[config.mk]
export PLATFORM = sky130hd
export DESIGN_NAME = cascaded_event_pwm_counter
export DESIGN_NICKNAME = d
export VERILOG_FILES = /design/src/logic/cascade_pkg.sv /design/src/logic/edge_sync.sv /design/src/logic/source_prescaler.sv /design/src/logic/cascaded_event_pwm_counter.sv
export SDC_FILE = /design/constraint.sdc
export NUM_CORES = 1
export LEC_CHECK = 0
export ABC_AREA = 1
export BUFFER_PORTS_ARGS = -buffer_cell sky130_fd_sc_hd__buf_2
export CAP_MARGIN = 30
export CORE_MARGIN = 2
export CORE_UTILIZATION = 40
export DETAILED_ROUTE_END_ITERATION = 7
export PLACE_DENSITY = 0.55
export SYNTH_ARGS = -nofsm -noshare
export SYNTH_HDL_FRONTEND = slang
export SYNTH_SLANG_ARGS = --single-unit
[constraint.sdc]
create_clock -name pclk -period 2.7 [get_ports pclk]
set_input_delay 0.54 -clock pclk [delete_from_list [all_inputs] [get_ports pclk]]
set_output_delay 0.54 -clock pclk [all_outputs]
set_load 0.005 [all_outputs]
[src/logic/cascade_pkg.sv]
// constants, field layout and types shared by the cascaded event/pwm counter
package cascade_pkg;

    // ------------------------------------------------------------------
    // register byte offsets on the apb bus
    // ------------------------------------------------------------------
    localparam logic [7:0] ADDR_LOWER_CTRL = 8'h00;  // lower_timer_control
    localparam logic [7:0] ADDR_UPPER_CTRL = 8'h04;  // upper_timer_control
    localparam logic [7:0] ADDR_PERIOD_LO  = 8'h08;  // period_compare_low
    localparam logic [7:0] ADDR_PERIOD_HI  = 8'h0c;  // period_compare_high
    localparam logic [7:0] ADDR_DUTY_LO    = 8'h10;  // duty_compare_low
    localparam logic [7:0] ADDR_DUTY_HI    = 8'h14;  // duty_compare_high
    localparam logic [7:0] ADDR_COUNT      = 8'h18;  // live 16-bit count, read only
    localparam logic [7:0] ADDR_OPTION     = 8'h1c;  // divider option

    // ------------------------------------------------------------------
    // field positions
    // ------------------------------------------------------------------
    localparam int UC_INIT_BIT   = 7;  // flop_initial_value_bit
    localparam int UC_START_BIT  = 3;  // upper_start_bit
    localparam int MODE_LSB      = 0;  // mode field, three bits, in both controls
    localparam int LC_CLKSEL_LSB = 4;  // source clock select, three bits
    localparam int OPT_DIV_BIT   = 0;  // divider_option_bit

    // ------------------------------------------------------------------
    // mode codes of the mode field
    // ------------------------------------------------------------------
    localparam logic [2:0] MODE_EVENT = 3'h3;  // 16-bit event counter
    localparam logic [2:0] MODE_PWM   = 3'h6;  // 16-bit pwm output

    // ------------------------------------------------------------------
    // reset values
    // ------------------------------------------------------------------
    localparam logic [7:0]  CTRL_RST  = 8'h00;
    localparam logic [15:0] WORD_RST  = 16'h0000;
    localparam logic        FLOP_RST  = 1'b0;   // output flop clears on reset
    localparam logic        PIN_RST   = 1'b1;   // pin is the inverse of the flop
    localparam logic [10:0] DIV_RST   = 11'h000;
    localparam logic [2:0]  FSDIV_RST = 3'h0;

    // ------------------------------------------------------------------
    // timing
    // ------------------------------------------------------------------
    localparam int PCLK_PERIOD_NS = 8;  // machine clock fc is pclk, 125 MHz

    // source clock select codes
    typedef enum logic [2:0] {
        CLK_SLOWEST = 3'h0,  // fc/2^11, or fs/2^3 with the divider option set
        CLK_DIV7    = 3'h1,  // fc/2^7
        CLK_DIV5    = 3'h2,  // fc/2^5
        CLK_DIV3    = 3'h3,  // fc/2^3
        CLK_FS      = 3'h4,  // fs
        CLK_DIV1    = 3'h5,  // fc/2
        CLK_FC      = 3'h6,  // fc
        CLK_EXT     = 3'h7   // falling edge of the event input
    } clk_sel_t;

    // apb slave states, gray along idle -> respond -> idle
    typedef enum logic {
        APB_IDLE = 1'b0,
        APB_RESP = 1'b1
    } apb_state_t;

endpackage

[src/logic/edge_sync.sv]
// two-flop synchroniser with edge detection for an asynchronous pin
`timescale 1ns/10ps
module edge_sync
    import cascade_pkg::*;
(
    input  wire logic pclk,
    input  wire logic presetn,
    input  wire logic pin_async,
    output logic      rise,
    output logic      fall
);

    // ------------------------------------------------------------------
    // state
    // ------------------------------------------------------------------
    typedef struct packed {
        logic s1;    // first stage, seen only by s2
        logic s2;    // safe sample
        logic prev;  // previous safe sample
    } sync_t;

    sync_t s_q;  // registered state
    sync_t s_d;  // next state

    // shift the pin through the stages
    always_comb begin
        s_d      = s_q;
        s_d.s1   = pin_async;
        s_d.s2   = s_q.s1;
        s_d.prev = s_q.s2;
    end

    // edges come from two safe samples only, never from s1
    assign fall = s_q.prev & ~s_q.s2;
    assign rise = ~s_q.prev & s_q.s2;

    always_ff @(posedge pclk or negedge presetn) begin
        if (!presetn) begin
            s_q <= '0;
        end else begin
            s_q <= s_d;
        end
    end

endmodule

[src/logic/source_prescaler.sv]
// prescaler that turns pclk, fs and the event input into one count tick
`timescale 1ns/10ps
module source_prescaler
    import cascade_pkg::*;
(
    input  wire logic       pclk,
    input  wire logic       presetn,
    input  wire clk_sel_t   sel,
    input  wire logic       div_option,
    input  wire logic       fs_rise,
    input  wire logic       ext_fall,
    output logic            tick
);

    // ------------------------------------------------------------------
    // state
    // ------------------------------------------------------------------
    typedef struct packed {
        logic [10:0] div;    // free divider of fc
        logic [2:0]  fsdiv;  // divider of fs
    } pre_t;

    pre_t s_q;  // registered state
    pre_t s_d;  // next state

    // the dividers run free, so a tick lands at most one period after start
    always_comb begin
        s_d       = s_q;
        s_d.div   = s_q.div + 11'h001;
        s_d.fsdiv = fs_rise ? s_q.fsdiv + 3'h1 : s_q.fsdiv;
    end

    // pick the source, one pulse per source period
    always_comb begin
        case (sel)
            CLK_SLOWEST: tick = div_option ? (fs_rise && s_q.fsdiv == 3'h7)
                                           : (s_q.div == 11'h7ff);
            CLK_DIV7:    tick = (s_q.div[6:0] == 7'h7f);
            CLK_DIV5:    tick = (s_q.div[4:0] == 5'h1f);
            CLK_DIV3:    tick = (s_q.div[2:0] == 3'h7);
            CLK_FS:      tick = fs_rise;
            CLK_DIV1:    tick = s_q.div[0];
            CLK_FC:      tick = 1'b1;
            CLK_EXT:     tick = ext_fall;
            default:     tick = 1'b0;
        endcase
    end

    always_ff @(posedge pclk or negedge presetn) begin
        if (!presetn) begin
            s_q <= '{div: DIV_RST, fsdiv: FSDIV_RST};
        end else begin
            s_q <= s_d;
        end
    end

endmodule

[src/logic/cascaded_event_pwm_counter.sv]
// cascaded 16-bit event counter and pwm generator with an apb register file
`timescale 1ns/10ps
module cascaded_event_pwm_counter
    import cascade_pkg::*;
(
    input  wire logic        pclk,
    input  wire logic        presetn,
    input  wire logic        psel,
    input  wire logic        penable,
    input  wire logic        pwrite,
    input  wire logic [7:0]  paddr,
    input  wire logic [31:0] pwdata,
    output logic [31:0]      prdata,
    output logic             pready,
    output logic             pslverr,
    input  wire logic        event_input_pin,
    input  wire logic        slow_clock_pin,
    output logic             pwm_output_pin,
    output logic             cascade_timer_irq
);

    // ------------------------------------------------------------------
    // state
    // ------------------------------------------------------------------
    typedef struct packed {
        apb_state_t  apb;        // bus handshake phase
        logic        ready;      // pready
        logic [31:0] rdata;      // prdata
        logic        slverr;     // pslverr
        logic [7:0]  lctrl;      // lower_timer_control
        logic [7:0]  uctrl;      // upper_timer_control
        logic        divopt;     // divider_option_bit
        logic [15:0] period;     // period_compare, live
        logic [15:0] duty_hold;  // duty_compare holding stage
        logic [15:0] duty_act;   // duty_compare in use
        logic [15:0] cnt;        // cascaded up-counter
        logic        dload;      // duty written while stopped
        logic        tff;        // output flop
        logic        pin;        // pwm_output_pin
        logic        irq;        // cascade_timer_irq pulse
    } state_t;

    state_t s_q;  // registered state
    state_t s_d;  // next state

    logic ext_fall;  // synchronised falling edge of the event input
    logic fs_rise;   // synchronised rising edge of the slow clock
    logic src_tick;  // selected source tick
    logic running;   // upper start bit
    logic evt_mode;  // event counter selected
    logic pwm_mode;  // pwm selected
    logic tick;      // count enable this cycle

    // ------------------------------------------------------------------
    // helpers
    // ------------------------------------------------------------------
    // 17-bit increment so the pwm overflow is visible
    function automatic logic [16:0] inc16(input logic [15:0] v);
        inc16 = {1'b0, v} + 17'h00001;
    endfunction

    // replace one byte of a 16-bit compare
    function automatic logic [15:0] set_byte(input logic [15:0] w, input logic hi,
                                             input logic [7:0] b);
        set_byte = hi ? {b, w[7:0]} : {w[15:8], b};
    endfunction

    // decode of the register map
    function automatic logic is_mapped(input logic [7:0] a);
        case (a)
            ADDR_LOWER_CTRL, ADDR_UPPER_CTRL, ADDR_PERIOD_LO, ADDR_PERIOD_HI,
            ADDR_DUTY_LO, ADDR_DUTY_HI, ADDR_COUNT, ADDR_OPTION: is_mapped = 1'b1;
            default: is_mapped = 1'b0;
        endcase
    endfunction

    // ------------------------------------------------------------------
    // pin synchronisers and source selection
    // ------------------------------------------------------------------
    edge_sync u_event_sync (
        .pclk      (pclk),
        .presetn   (presetn),
        .pin_async (event_input_pin),
        .rise      (),
        .fall      (ext_fall)
    );

    edge_sync u_slow_sync (
        .pclk      (pclk),
        .presetn   (presetn),
        .pin_async (slow_clock_pin),
        .rise      (fs_rise),
        .fall      ()
    );

    source_prescaler u_prescaler (
        .pclk       (pclk),
        .presetn    (presetn),
        .sel        (clk_sel_t'(s_q.lctrl[LC_CLKSEL_LSB +: 3])),
        .div_option (s_q.divopt),
        .fs_rise    (fs_rise),
        .ext_fall   (ext_fall),
        .tick       (src_tick)
    );

    // mode decode; both controls must agree to cascade
    assign running  = s_q.uctrl[UC_START_BIT];
    assign evt_mode = (s_q.uctrl[MODE_LSB +: 3] == MODE_EVENT) &&
                      (s_q.lctrl[MODE_LSB +: 3] == MODE_EVENT);
    assign pwm_mode = (s_q.uctrl[MODE_LSB +: 3] == MODE_PWM) &&
                      (s_q.lctrl[MODE_LSB +: 3] == MODE_PWM);
    // event mode always counts the pin; pwm takes the selected source
    assign tick     = evt_mode ? ext_fall : src_tick;

    // ------------------------------------------------------------------
    // next state
    // ------------------------------------------------------------------
    always_comb begin
        logic [16:0] nxt;
        nxt       = inc16(s_q.cnt);
        s_d       = s_q;
        s_d.irq   = 1'b0;
        s_d.dload = 1'b0;

        // counting; the period compare is read live, so a rewrite acts at once
        if (running && tick) begin
            if (evt_mode) begin
                if (nxt[15:0] == s_q.period) begin
                    s_d.cnt = WORD_RST;
                    s_d.irq = 1'b1;
                end else begin
                    s_d.cnt = nxt[15:0];
                end
            end else if (pwm_mode) begin
                if (nxt[16]) begin
                    // full wrap only: period is 65536 ticks
                    s_d.cnt      = WORD_RST;
                    s_d.tff      = ~s_q.tff;
                    s_d.irq      = 1'b1;
                    s_d.duty_act = s_q.duty_hold;
                end else begin
                    s_d.cnt = nxt[15:0];
                    if (nxt[15:0] == s_q.duty_act) begin
                        s_d.tff = ~s_q.tff;
                    end
                end
            end
        end

        // a duty written while stopped is shifted in the next cycle
        if (s_q.dload && !running) begin
            s_d.duty_act = s_q.duty_hold;
        end

        // apb slave: one wait cycle, then the response
        case (s_q.apb)
            APB_IDLE: begin
                if (psel && penable) begin
                    s_d.apb    = APB_RESP;
                    s_d.ready  = 1'b1;
                    s_d.slverr = ~is_mapped(paddr);
                    case (paddr)
                        ADDR_LOWER_CTRL: s_d.rdata = {24'h000000, s_q.lctrl};
                        ADDR_UPPER_CTRL: s_d.rdata = {24'h000000, s_q.uctrl};
                        ADDR_PERIOD_LO:  s_d.rdata = {24'h000000, s_q.period[7:0]};
                        ADDR_PERIOD_HI:  s_d.rdata = {24'h000000, s_q.period[15:8]};
                        // running pwm shows the value in use, not the latest write
                        ADDR_DUTY_LO:    s_d.rdata = (pwm_mode && running) ?
                                             {24'h000000, s_q.duty_act[7:0]} :
                                             {24'h000000, s_q.duty_hold[7:0]};
                        ADDR_DUTY_HI:    s_d.rdata = (pwm_mode && running) ?
                                             {24'h000000, s_q.duty_act[15:8]} :
                                             {24'h000000, s_q.duty_hold[15:8]};
                        ADDR_COUNT:      s_d.rdata = {16'h0000, s_q.cnt};
                        ADDR_OPTION:     s_d.rdata = {31'h00000000, s_q.divopt};
                        default:         s_d.rdata = 32'h00000000;
                    endcase
                end
            end
            APB_RESP: begin
                s_d.apb   = APB_IDLE;
                s_d.ready = 1'b0;
                // the write takes effect at the edge that samples pready
                if (psel && penable && pwrite && is_mapped(paddr)) begin
                    case (paddr)
                        ADDR_LOWER_CTRL: s_d.lctrl = pwdata[7:0];
                        ADDR_UPPER_CTRL: begin
                            s_d.uctrl = pwdata[7:0];
                            // a stopped timer takes the initial level; a running one
                            // keeps its level when stopped
                            if (!running) begin
                                s_d.tff = pwdata[UC_INIT_BIT];
                                if (pwdata[UC_START_BIT]) begin
                                    s_d.cnt = WORD_RST;
                                end
                            end
                        end
                        ADDR_PERIOD_LO:  s_d.period = set_byte(s_q.period, 1'b0,
                                                               pwdata[7:0]);
                        ADDR_PERIOD_HI:  s_d.period = set_byte(s_q.period, 1'b1,
                                                               pwdata[7:0]);
                        ADDR_DUTY_LO: begin
                            s_d.duty_hold = set_byte(s_q.duty_hold, 1'b0, pwdata[7:0]);
                            s_d.dload     = ~running;
                        end
                        ADDR_DUTY_HI: begin
                            s_d.duty_hold = set_byte(s_q.duty_hold, 1'b1, pwdata[7:0]);
                            s_d.dload     = ~running;
                        end
                        ADDR_OPTION:     s_d.divopt = pwdata[OPT_DIV_BIT];
                        default:         s_d.divopt = s_q.divopt;
                    endcase
                end
            end
            default: s_d.apb = APB_IDLE;
        endcase

        // the pin is the flop inverted, registered alongside it
        s_d.pin = ~s_d.tff;
    end

    // ------------------------------------------------------------------
    // registers
    // ------------------------------------------------------------------
    always_ff @(posedge pclk or negedge presetn) begin
        if (!presetn) begin
            s_q <= '{apb: APB_IDLE, ready: 1'b0, rdata: 32'h00000000, slverr: 1'b0,
                     lctrl: CTRL_RST, uctrl: CTRL_RST, divopt: 1'b0,
                     period: WORD_RST, duty_hold: WORD_RST, duty_act: WORD_RST,
                     cnt: WORD_RST, dload: 1'b0, tff: FLOP_RST,
                     pin: PIN_RST, irq: 1'b0};
        end else begin
            s_q <= s_d;
        end
    end

    assign prdata            = s_q.rdata;
    assign pready            = s_q.ready;
    assign pslverr           = s_q.slverr;
    assign pwm_output_pin    = s_q.pin;
    assign cascade_timer_irq = s_q.irq;
endmodule

==> results of run 1 <==
how the worst min path moves through the flow:
stage / startpoint / end / slack, ps / cells past startpoint
floorplan: presetn / cascade_timer_irq / 240 / 0
global placement: u_slow_sync.s_d[1] / u_slow_sync.s_d[0] / 330 / 0
detailed placement: u_slow_sync.s_d[1] / u_slow_sync.s_d[0] / 340 / 0
CTS: presetn / prdata[11] / 20 / 1
global route: presetn / prdata[11] / 40 / 1
finish: presetn / prdata[11] / 10 / 1
flip-flops by register name, indices dropped and copies added (netlist names):
| register | flops |
|---|---|
| u_event_sync.s_d | 2 |
| u_slow_sync.s_d | 2 |
| u_prescaler.s_q | 14 |
| pready | 1 |
| pslverr | 1 |
| cascade_timer_irq | 1 |
| s_q | 83 |
| pwm_output_pin | 1 |
| prdata | 16 |
| running | 1 |
| u_slow_sync.s_q | 1 |
| u_event_sync.s_q | 1 |
critical path, stage by stage, from the launching register on:
cell and delay [ps]:
dfrtp_1 410, ha_1 230, nand3_1 110, inv_1 50
ha_1 200, o211ai_1 160, nand2_1 60, o21ai_0 80
nand3_1 160, nand2_1 120, nand2_1 50, nand2_1 130
nor2_4 60, inv_1 60, buf_4 250, nor2_1 90
a21oi_2 140
final cells by class:
class / count / share of cell area (%)
clock buffers: 17 / 5.02
clock inverters: 15 / 1.52
inverters: 107 / 4.74
multi-input cells: 720 / 42.6
flip-flops and latches: 124 / 36.6
well taps: 229 / 3.38
repair buffers: 76 / 6.15
cell families (layout without fill, tap and decap cells):
family / after synthesis / after routing / share of synthesized area [%]
flops: 124 / 124 / 41.9
mux: 2 / 2 / 0.270
xor+xnor: 18 / 18 / 2.43
buf+inv: 162 / 215 / 10.1
compound gates: 183 / 183 / 14.3
simple gates: 495 / 495 / 30.0
fa+ha+maj: 6 / 6 / 1.01
other cells: 1 / 16 / 0.0506
synth_stat cells, types with 12 or more instances:
cell        n
o31ai_1    16
a21oi_1    28
clkbuf_1   15
buf_4      34
nand3_1    57
nand2_2    27
inv_1      95
dfrtp_1   123
o21ai_1    15
nand4_1    12
nand2_1   274
nor2_1     80
o21ai_0    86
where the power goes:
| group | switching (mW) | internal [mW] | leakage, nW |
|---|---|---|---|
| sequential | 0.218 | 2.00 | 1.64 |
| combinational | 1.06 | 0.558 | 2.14 |
| clock | 0.978 | 1.21 | 0.271 |
| total | 2.25 | 3.76 | 4.04 |
metal layers:
layer	routed length, um	share of wire [%]	vias to the layer above
li1	-	-	3314
met1	10700	47	3119
met2	10700	47	169
met3	939	4.1	32
met4	500	2.2	0
met5	0	0	-
==> results.py, run 1 <==
metrics = {
    "routing": {
        "firstDrtPassIters": 7,
        "vias": 6634,
        "wl_um": 22800,
        "ant_nets": 0,
        "vias_per_cell": 5.15,
        "drt_iter0_markers": 580,
        "drc": 2,
        "routedWlPerCell_um": 17.7,
    },
    "global_route": {
        "gr-usage-met3_pct": 4.44,
        "grt_pass1_wl_um": 35700,
        "grt_use_total_pct": 24.0,
        "met1_usage_pct": 32.8,
        "antenna_found_initial": 0,
        "busiest_layer": "met2",
        "grt.met2_usage_pct": 38.1,
        "grt.overflow.total": 0,
        "grt_start_max_net_pins": 63,
        "grt_pass1_vias": 6256,
    },
    "pwr": {
        "ir_worst_vdd_v": 0.000405,
        "total_power_mw": 6.02,
        "p_per_area_nw_per_um2": 710,
        "leakage_nw": 4.04,
    },
    "logic_synthesis": {
        "async_flop_share_pct": 100,
        "synth_edf_count": 0,
        "yosysUniqueCellTypes": 48,
        "synth_top_area_cell": "dfrtp_1",
        "syn_area_per_cell_sq_um": 7.48,
        "yosysWarningCount": 0,
        "synth.area.top_cells": "dfrtp_1 (42%), nand2_1 (14%), o21ai_0 (5.8%)",
        "yosys_register_bits": 124,
        "syn_inst": 991,
        "ys_seq_area_share_pct": 41.9,
        "yosys_most_used_dff": "dfrtp_1",
        "synth_top_area_share_pct": 41.5,
        "synth_area_sq_um": 7410,
    },
    "floorplanning": {
        "rows": 49,
        "initial_utilization_pct": 41.0,
        "coreArea_sq_um": 18100,
        "ios": 83,
        "chipWidth_um": 140,
        "die_h_um": 140,
        "die_area_sq_um": 19600,
    },
    "clock_tree": {
        "path_clk_slew_ps": 60,
        "clock-sinks": 124,
        "cts_tree": "done",
        "htreeDepth": 4,
        "root_buffer": "clkbuf_16",
        "holdBufCountCts": 0,
        "numCtsBuffers": 17,
        "cts_setup_buffers": 0,
        "cts_buffer_depth": 2,
        "clk_latency_ps": 430,
        "post_cts_resized": 0,
    },
    "worst_setup_path": {
        "crit_start": "u_prescaler.s_q[3]",
        "r2r-end": "s_q[12]",
        "r2r-start": "u_prescaler.s_q[3]",
        "cp_max_fo": 16,
        "end_kind": "flop",
        "arrival_ps": 2800,
        "worstPathRequired_ps": 3050,
        "ff2ff_setup_slack_ps": 250,
        "endpoint": "s_q[12]",
        "critPathLaunchType": "flop",
        "worstSetupPathType": "flop to flop",
        "reg2reg_depth": 16,
    },
    "placement": {
        "portBuffers": 42,
        "dp_worst_setup_slack_ps": 252,
        "place_congestion": 0.968,
        "place_inst": 1256,
        "placed_cell_area_sq_um": 7930,
        "hpwl_um": 17000,
    },
    "timing": {
        "rsz0062_at_grt": "no",
        "slew_viol_final": 0,
        "finalSetupViolCount": 0,
        "min_period_ps": 2450,
        "tns_ps": 0,
        "fmaxAchievable_mhz": 408,
        "fin_ws_ps": 248,
        "skew_ps": 11.0,
        "worst_slew_pin_slew_ps": 707,
        "timing.final.crit_share_pct": 90.8,
        "finalHoldViolCount": 0,
        "fin_hold_ws_ps": 12.1,
        "slew_headroom_pct": 52.2,
    },
    "finish": {
        "multi_input_area_sq_um": 3610,
        "final.fill_count": 1840,
        "drive_gt1_share_pct": 17.5,
        "finalInstanceArea_sq_um": 8480,
        "seqCellArea_sq_um": 3100,
        "layout_common_cells": "nand2_1 (274), dfrtp_1 (123), inv_1 (95)",
        "nNetsFinal": 1099,
        "layout_commonest_cell": "nand2_1",
        "diodes": 0,
        "area_delta_synth_final_pct": 14.5,
        "fin_util_pct": 46.9,
        "stdcell_count": 1288,
    },
    "status": {
        "violations": "design-rule violations",
        "outcome": "complete, but fails checks",
    },
    "job": {
        "cap_violations": 0,
    },
    "hold_path": {
        "min_path_type": "primary input to asynchronous set/reset pin",
    },
}
Power figures use the tool's default switching activity.
==> run 2: changes to the inputs <==
--- a/config.mk
+++ b/config.mk
@@ -8,10 +8,12 @@
 export ABC_AREA = 1
 export BUFFER_PORTS_ARGS = -buffer_cell sky130_fd_sc_hd__buf_2
 export CAP_MARGIN = 30
+export CORE_ASPECT_RATIO = 0.5
 export CORE_MARGIN = 2
 export CORE_UTILIZATION = 40
 export DETAILED_ROUTE_END_ITERATION = 7
-export PLACE_DENSITY = 0.55
+export HOLD_SLACK_MARGIN = 0.02
+export PLACE_DENSITY_LB_ADDON = 0.08
 export SYNTH_ARGS = -nofsm -noshare
 export SYNTH_HDL_FRONTEND = slang
 export SYNTH_SLANG_ARGS = --single-unit
==> run 2 against run 1 <==
Die area grew 0.34%; combinational power grew 9%; cell count is 1.0% higher; largest power group unchanged; the flow now finishes without violations; sequential power is essentially flat; largest cell class unchanged.
==> results.py, run 2 (synthesis results as in run 1) <==
metrics = {
    "status": {
        "outcome": "finished, final reports clean",
    },
    "worst_setup_path": {
        "r2r-start": "s_q[4]",
        "worstSetupPathType": "flop to flop",
        "critPathLaunchType": "flop",
        "worstPathRequired_ps": 2990,
        "end_kind": "flop",
        "r2r-end": "s_q[33]",
        "reg2reg_depth": 13,
        "ff2ff_setup_slack_ps": 120,
        "cp_max_fo": 6,
        "arrival_ps": 2860,
    },
    "clock_tree": {
        "cts_tree": "done",
        "post_cts_resized": 0,
        "cts_buffer_depth": 2,
        "root_buffer": "clkbuf_16",
        "numCtsBuffers": 17,
        "holdBufCountCts": 0,
        "clock-sinks": 124,
        "path_clk_slew_ps": 70,
        "htreeDepth": 4,
        "clk_latency_ps": 430,
    },
    "finish": {
        "top_register": "s_q",
        "drive_gt1_share_pct": 17.6,
        "nNetsFinal": 1101,
        "layout_commonest_cell": "nand2_1",
        "largest_register_ffs": 83,
        "layout_common_cells": "nand2_1 (274), dfrtp_1 (123), inv_1 (95)",
        "diodes": 0,
        "area_delta_synth_final_pct": 14.8,
    },
    "floorplanning": {
        "initial_utilization_pct": 40.6,
        "chipWidth_um": 196,
        "coreArea_sq_um": 18300,
        "ios": 83,
        "rows": 35,
        "die_h_um": 100,
        "die_area_sq_um": 19700,
    },
    "pwr": {
        "leakage_nw": 4.04,
        "ir_worst_vdd_v": 0.000503,
        "p_per_area_nw_per_um2": 732,
    },
    "placement": {
        "hpwl_um": 17900,
        "portBuffers": 42,
        "place_congestion": 0.908,
    },
    "timing": {
        "fin_hold_ws_ps": 122,
        "slew_headroom_pct": 45.1,
        "tns_ps": 0,
        "slew_viol_final": 0,
        "fmaxAchievable_mhz": 388,
        "skew_ps": 12.1,
        "finalSetupViolCount": 0,
        "finalHoldViolCount": 0,
        "worst_slew_pin_slew_ps": 821,
        "rsz0062_at_grt": "no",
        "min_period_ps": 2580,
        "timing.final.crit_share_pct": 95.4,
    },
    "routing": {
        "ant_nets": 0,
        "drt_iter0_markers": 585,
        "drc": 0,
        "wl_um": 23900,
        "vias": 6784,
        "firstDrtPassIters": 5,
        "vias_per_cell": 5.21,
        "routedWlPerCell_um": 18.4,
    },
    "global_route": {
        "grt.overflow.total": 0,
        "antenna_found_initial": 0,
        "grt_pass1_wl_um": 36500,
        "grt_start_max_net_pins": 67,
        "grt_pass1_vias": 6295,
        "grt_use_total_pct": 25.3,
    },
    "job": {
        "cap_violations": 0,
    },
    "hold_path": {
        "min_path_type": "primary input to asynchronous set/reset pin",
    },
}
-- run 2: changes by cell type in the layout (fill, tap and decap cells not counted) --
cell and delta:
buf_4 +2, clkbuf_8 +1, clkinvlp_4 +3, inv_6 -2, inv_8 -2
-- run 2: layout make-up --
class                      instances  area [sq um]
multi-input combinational        720          3610
inverter                         107           402
timing repair buffer              78           537
tap                              240           300
sequential                       124          3100
clock buffer                      18           439
fill                            1876          9760
clock inverter                    14           111
-- run 2: timing repair --
item,CTS,global route
endpoints found under the setup margin,0,17
endpoints found under the hold margin,0,0
setup buffers,0,2
-- run 2: worst max-delay path: stages (launching register included) --
cell,delay (ps)
dfrtp_1,510
ha_1,240
nand2_1,130
nor2_4,140
nand3_2,180
nor3_2,150
nand4_1,120
buf_4,190
nor2_1,110
nand4_2,100
nand2_2,160
buf_12,130
nand2_1,40
o21ai_1,220
-- run 2: worst max-delay path by stage --
| stage | to | slack [ps] | start | cells past startpoint |
|---|---|---|---|---|
| 2_1_floorplan | s_q[13] | 520 | s_q[4] | 12 |
| 3_3_place_gp | s_q[11] | 220 | paddr[5] | 12 |
| 3_5_place_dp | s_q[33] | 210 | s_q[4] | 12 |
| 4_1_cts | s_q[33] | 180 | s_q[4] | 12 |
| 5_1_grt | s_q[33] | 0.04 | s_q[4] | 13 |
| 6_report | s_q[33] | 120 | s_q[4] | 13 |
-- run 2: report_power, final --
group / total [mW] / switching, mW / internal (mW)
Combinational: 1.77 / 1.16 / 0.612
Sequential: 2.24 / 0.239 / 2.00
Clock: 2.21 / 0.997 / 1.21
Total: 6.22 / 2.40 / 3.83
-- run 2: stage by stage --
| step | instances | utilization (%) | setup slack, ps | power (mW) | instance area (sq um) |
|---|---|---|---|---|---|
| floorplan | 1006 | - | 523 | 3.36 | 7470 |
| global placement | 1267 | 43.4 | 218 | 4.00 | 7930 |
| detailed placement | 1267 | 43.4 | 205 | 4.01 | 7930 |
| CTS | 1299 | 46.4 | 176 | 6.22 | 8480 |
| global route | 1301 | 46.6 | 0.0386 | 6.52 | 8510 |
| finish | 1301 | 46.6 | 125 | 6.22 | 8510 |
-- run 2: metal layers --
layer,vias to the layer above,GRT usage [%],routed length (um)
met5,-,0,0
met4,0,6.29,363
met3,31,6.52,1810
met2,239,37.8,10100
met1,3209,36.4,11700
li1,3305,-,-
==> run 3: changes to the inputs <==
--- a/config.mk
+++ b/config.mk
@@ -9,9 +9,11 @@
 export BUFFER_PORTS_ARGS = -buffer_cell sky130_fd_sc_hd__buf_2
 export CAP_MARGIN = 30
 export CORE_ASPECT_RATIO = 0.5
-export CORE_MARGIN = 2
+export CORE_MARGIN = 1
 export CORE_UTILIZATION = 40
 export DETAILED_ROUTE_END_ITERATION = 7
+export GPL_ROUTABILITY_DRIVEN = 0
+export GPL_TIMING_DRIVEN = 0
 export HOLD_SLACK_MARGIN = 0.02
 export PLACE_DENSITY_LB_ADDON = 0.08
 export SYNTH_ARGS = -nofsm -noshare
==> run 3 against run 2 <==
Combinational power about the same; maximum frequency increased by 0.79%; first-iteration DRC count increased by 6.2%; design area increased by 2.2%; critical path depth decreased by 1; via count increased by 3.3%; clock-buffer cell count unchanged; critical path type unchanged; largest cell class unchanged; highest routed layer unchanged.
==> results.py, run 3 (synthesis results as in run 1) <==
metrics = {
    "worst_setup_path": {
        "cp_max_fo": 10,
        "worstSetupPathType": "flop to flop",
        "arrival_ps": 2860,
        "worstPathRequired_ps": 3010,
        "critPathLaunchType": "flop",
        "ff2ff_setup_slack_ps": 140,
        "reg2reg_depth": 12,
        "end_kind": "flop",
        "r2r-end": "s_q[13]",
        "r2r-start": "s_q[5]",
    },
    "clock_tree": {
        "holdBufCountCts": 0,
        "path_clk_slew_ps": 60,
        "clock-sinks": 124,
        "root_buffer": "clkbuf_16",
        "cts_buffer_depth": 2,
        "clk_latency_ps": 430,
        "htreeDepth": 4,
        "numCtsBuffers": 17,
        "cts_tree": "done",
    },
    "finish": {
        "finalInstanceArea_sq_um": 8690,
        "diodes": 0,
        "largest_register_ffs": 83,
        "nNetsFinal": 1129,
        "drive_gt1_share_pct": 19.0,
        "area_delta_synth_final_pct": 17.3,
        "layout_common_cells": "nand2_1 (273), dfrtp_1 (121), inv_1 (94)",
        "layout_commonest_cell": "nand2_1",
        "top_register": "s_q",
    },
    "global_route": {
        "grt_pass1_vias": 6660,
        "antenna_found_initial": 0,
        "grt_pass1_wl_um": 38300,
        "grt_start_max_net_pins": 66,
        "grt.overflow.total": 0,
        "grt_use_total_pct": 26.6,
    },
    "timing": {
        "slew_viol_final": 0,
        "skew_ps": 12.6,
        "rsz0062_at_grt": "no",
        "min_period_ps": 2560,
        "worst_slew_pin_slew_ps": 949,
        "tns_ps": 0,
        "timing.final.crit_share_pct": 94.6,
        "finalHoldViolCount": 0,
        "slew_headroom_pct": 36.5,
        "finalSetupViolCount": 0,
        "fmaxAchievable_mhz": 391,
    },
    "routing": {
        "drc": 0,
        "vias": 7007,
        "firstDrtPassIters": 5,
        "drt_iter0_markers": 621,
        "ant_nets": 0,
        "wl_um": 23900,
        "vias_per_cell": 5.30,
        "routedWlPerCell_um": 18.1,
    },
    "floorplanning": {
        "ios": 83,
        "rows": 34,
        "coreArea_sq_um": 17700,
        "die_area_sq_um": 19100,
        "initial_utilization_pct": 41.8,
        "chipWidth_um": 194,
        "die_h_um": 98.2,
    },
    "hold_path": {
        "min_path_type": "primary input to asynchronous set/reset pin",
    },
    "placement": {
        "placed_cell_area_sq_um": 8000,
        "portBuffers": 42,
        "hpwl_um": 17800,
    },
    "pwr": {
        "ir_worst_vdd_v": 0.000517,
        "leakage_nw": 4.16,
        "total_power_mw": 6.30,
        "p_per_area_nw_per_um2": 725,
    },
    "job": {
        "cap_violations": 0,
    },
    "status": {
        "outcome": "finished, final reports clean",
    },
}
[run 3: changes by cell type in the layout (fill, tap and decap cells not counted), sizes merged]
cell and delta:
buf +12, clkinvlp -2, clkinv +1, clkbuf +16, bufinv +1
[run 3: cell type report]
| class | instances | area (sq um) |
|---|---|---|
| Fill cell | 1778 | 9050 |
| Multi-Input combinational cell | 720 | 3660 |
| Sequential cell | 124 | 3110 |
| Clock buffer | 18 | 439 |
| Inverter | 107 | 402 |
| Buffer | 55 | 352 |
| Timing Repair Buffer | 51 | 304 |
| Tap cell | 234 | 293 |
| Clock inverter | 14 | 138 |
[run 3: worst max-delay path: stages, from the launching register on]
cell     delay, ps
dfrtp_2        470
ha_4           210
nand3_1        140
nor2_2         240
nand3_1        100
nand2_1        160
nand2_2        150
xnor2_1        190
nor3_2         300
nand3_4        160
buf_6          190
nand2_2         70
a21oi_2         50
[run 3: per-layer routing]
metal	vias to the layer above	global-route usage [%]	part of all wire, %
met4	0	8.85	1.9
met5	-	0	0
met3	33	4.35	6.5
met1	3328	39.6	50
li1	3374	-	-
met2	272	39.1	42
[run 3: worst max-delay path by stage]
stage / endpoint / cells after the start / from
final: s_q[13] / 12 / s_q[5]
after detailed placement: s_q[33] / 12 / s_q[4]
after CTS: s_q[14] / 15 / u_prescaler.s_q[3]
after floorplan: s_q[13] / 12 / s_q[4]
after global placement: s_q[16] / 1 / presetn
after global routing: s_q[13] / 12 / s_q[5]
[run 3: power by group]
part           leakage, nW  switching, mW  internal, mW  total [mW]
registers             1.63          0.256          2.00        2.26
clock network        0.277          0.988          1.31        2.30
logic                 2.25           1.15         0.585        1.74
[run 3: metrics by stage]
stage / hold WS [ps] / utilization (%) / instances / setup WS, ps
2_1_floorplan: 244 / - / 1006 / 523
4_1_cts: 108 / 48.7 / 1319 / 53.0
3_5_place_dp: 338 / 45.1 / 1283 / -501
6_report: 78.0 / 49.0 / 1323 / 145
5_1_grt: 136 / 49.0 / 1323 / 0.491
3_3_place_gp: 333 / 44.9 / 1282 / -674
[run 3: what timing repair did]
action	CTS	global route
buffers inserted	4	4
resized for setup	7	7
pin swaps	1	4
setup endpoints to repair	28	18
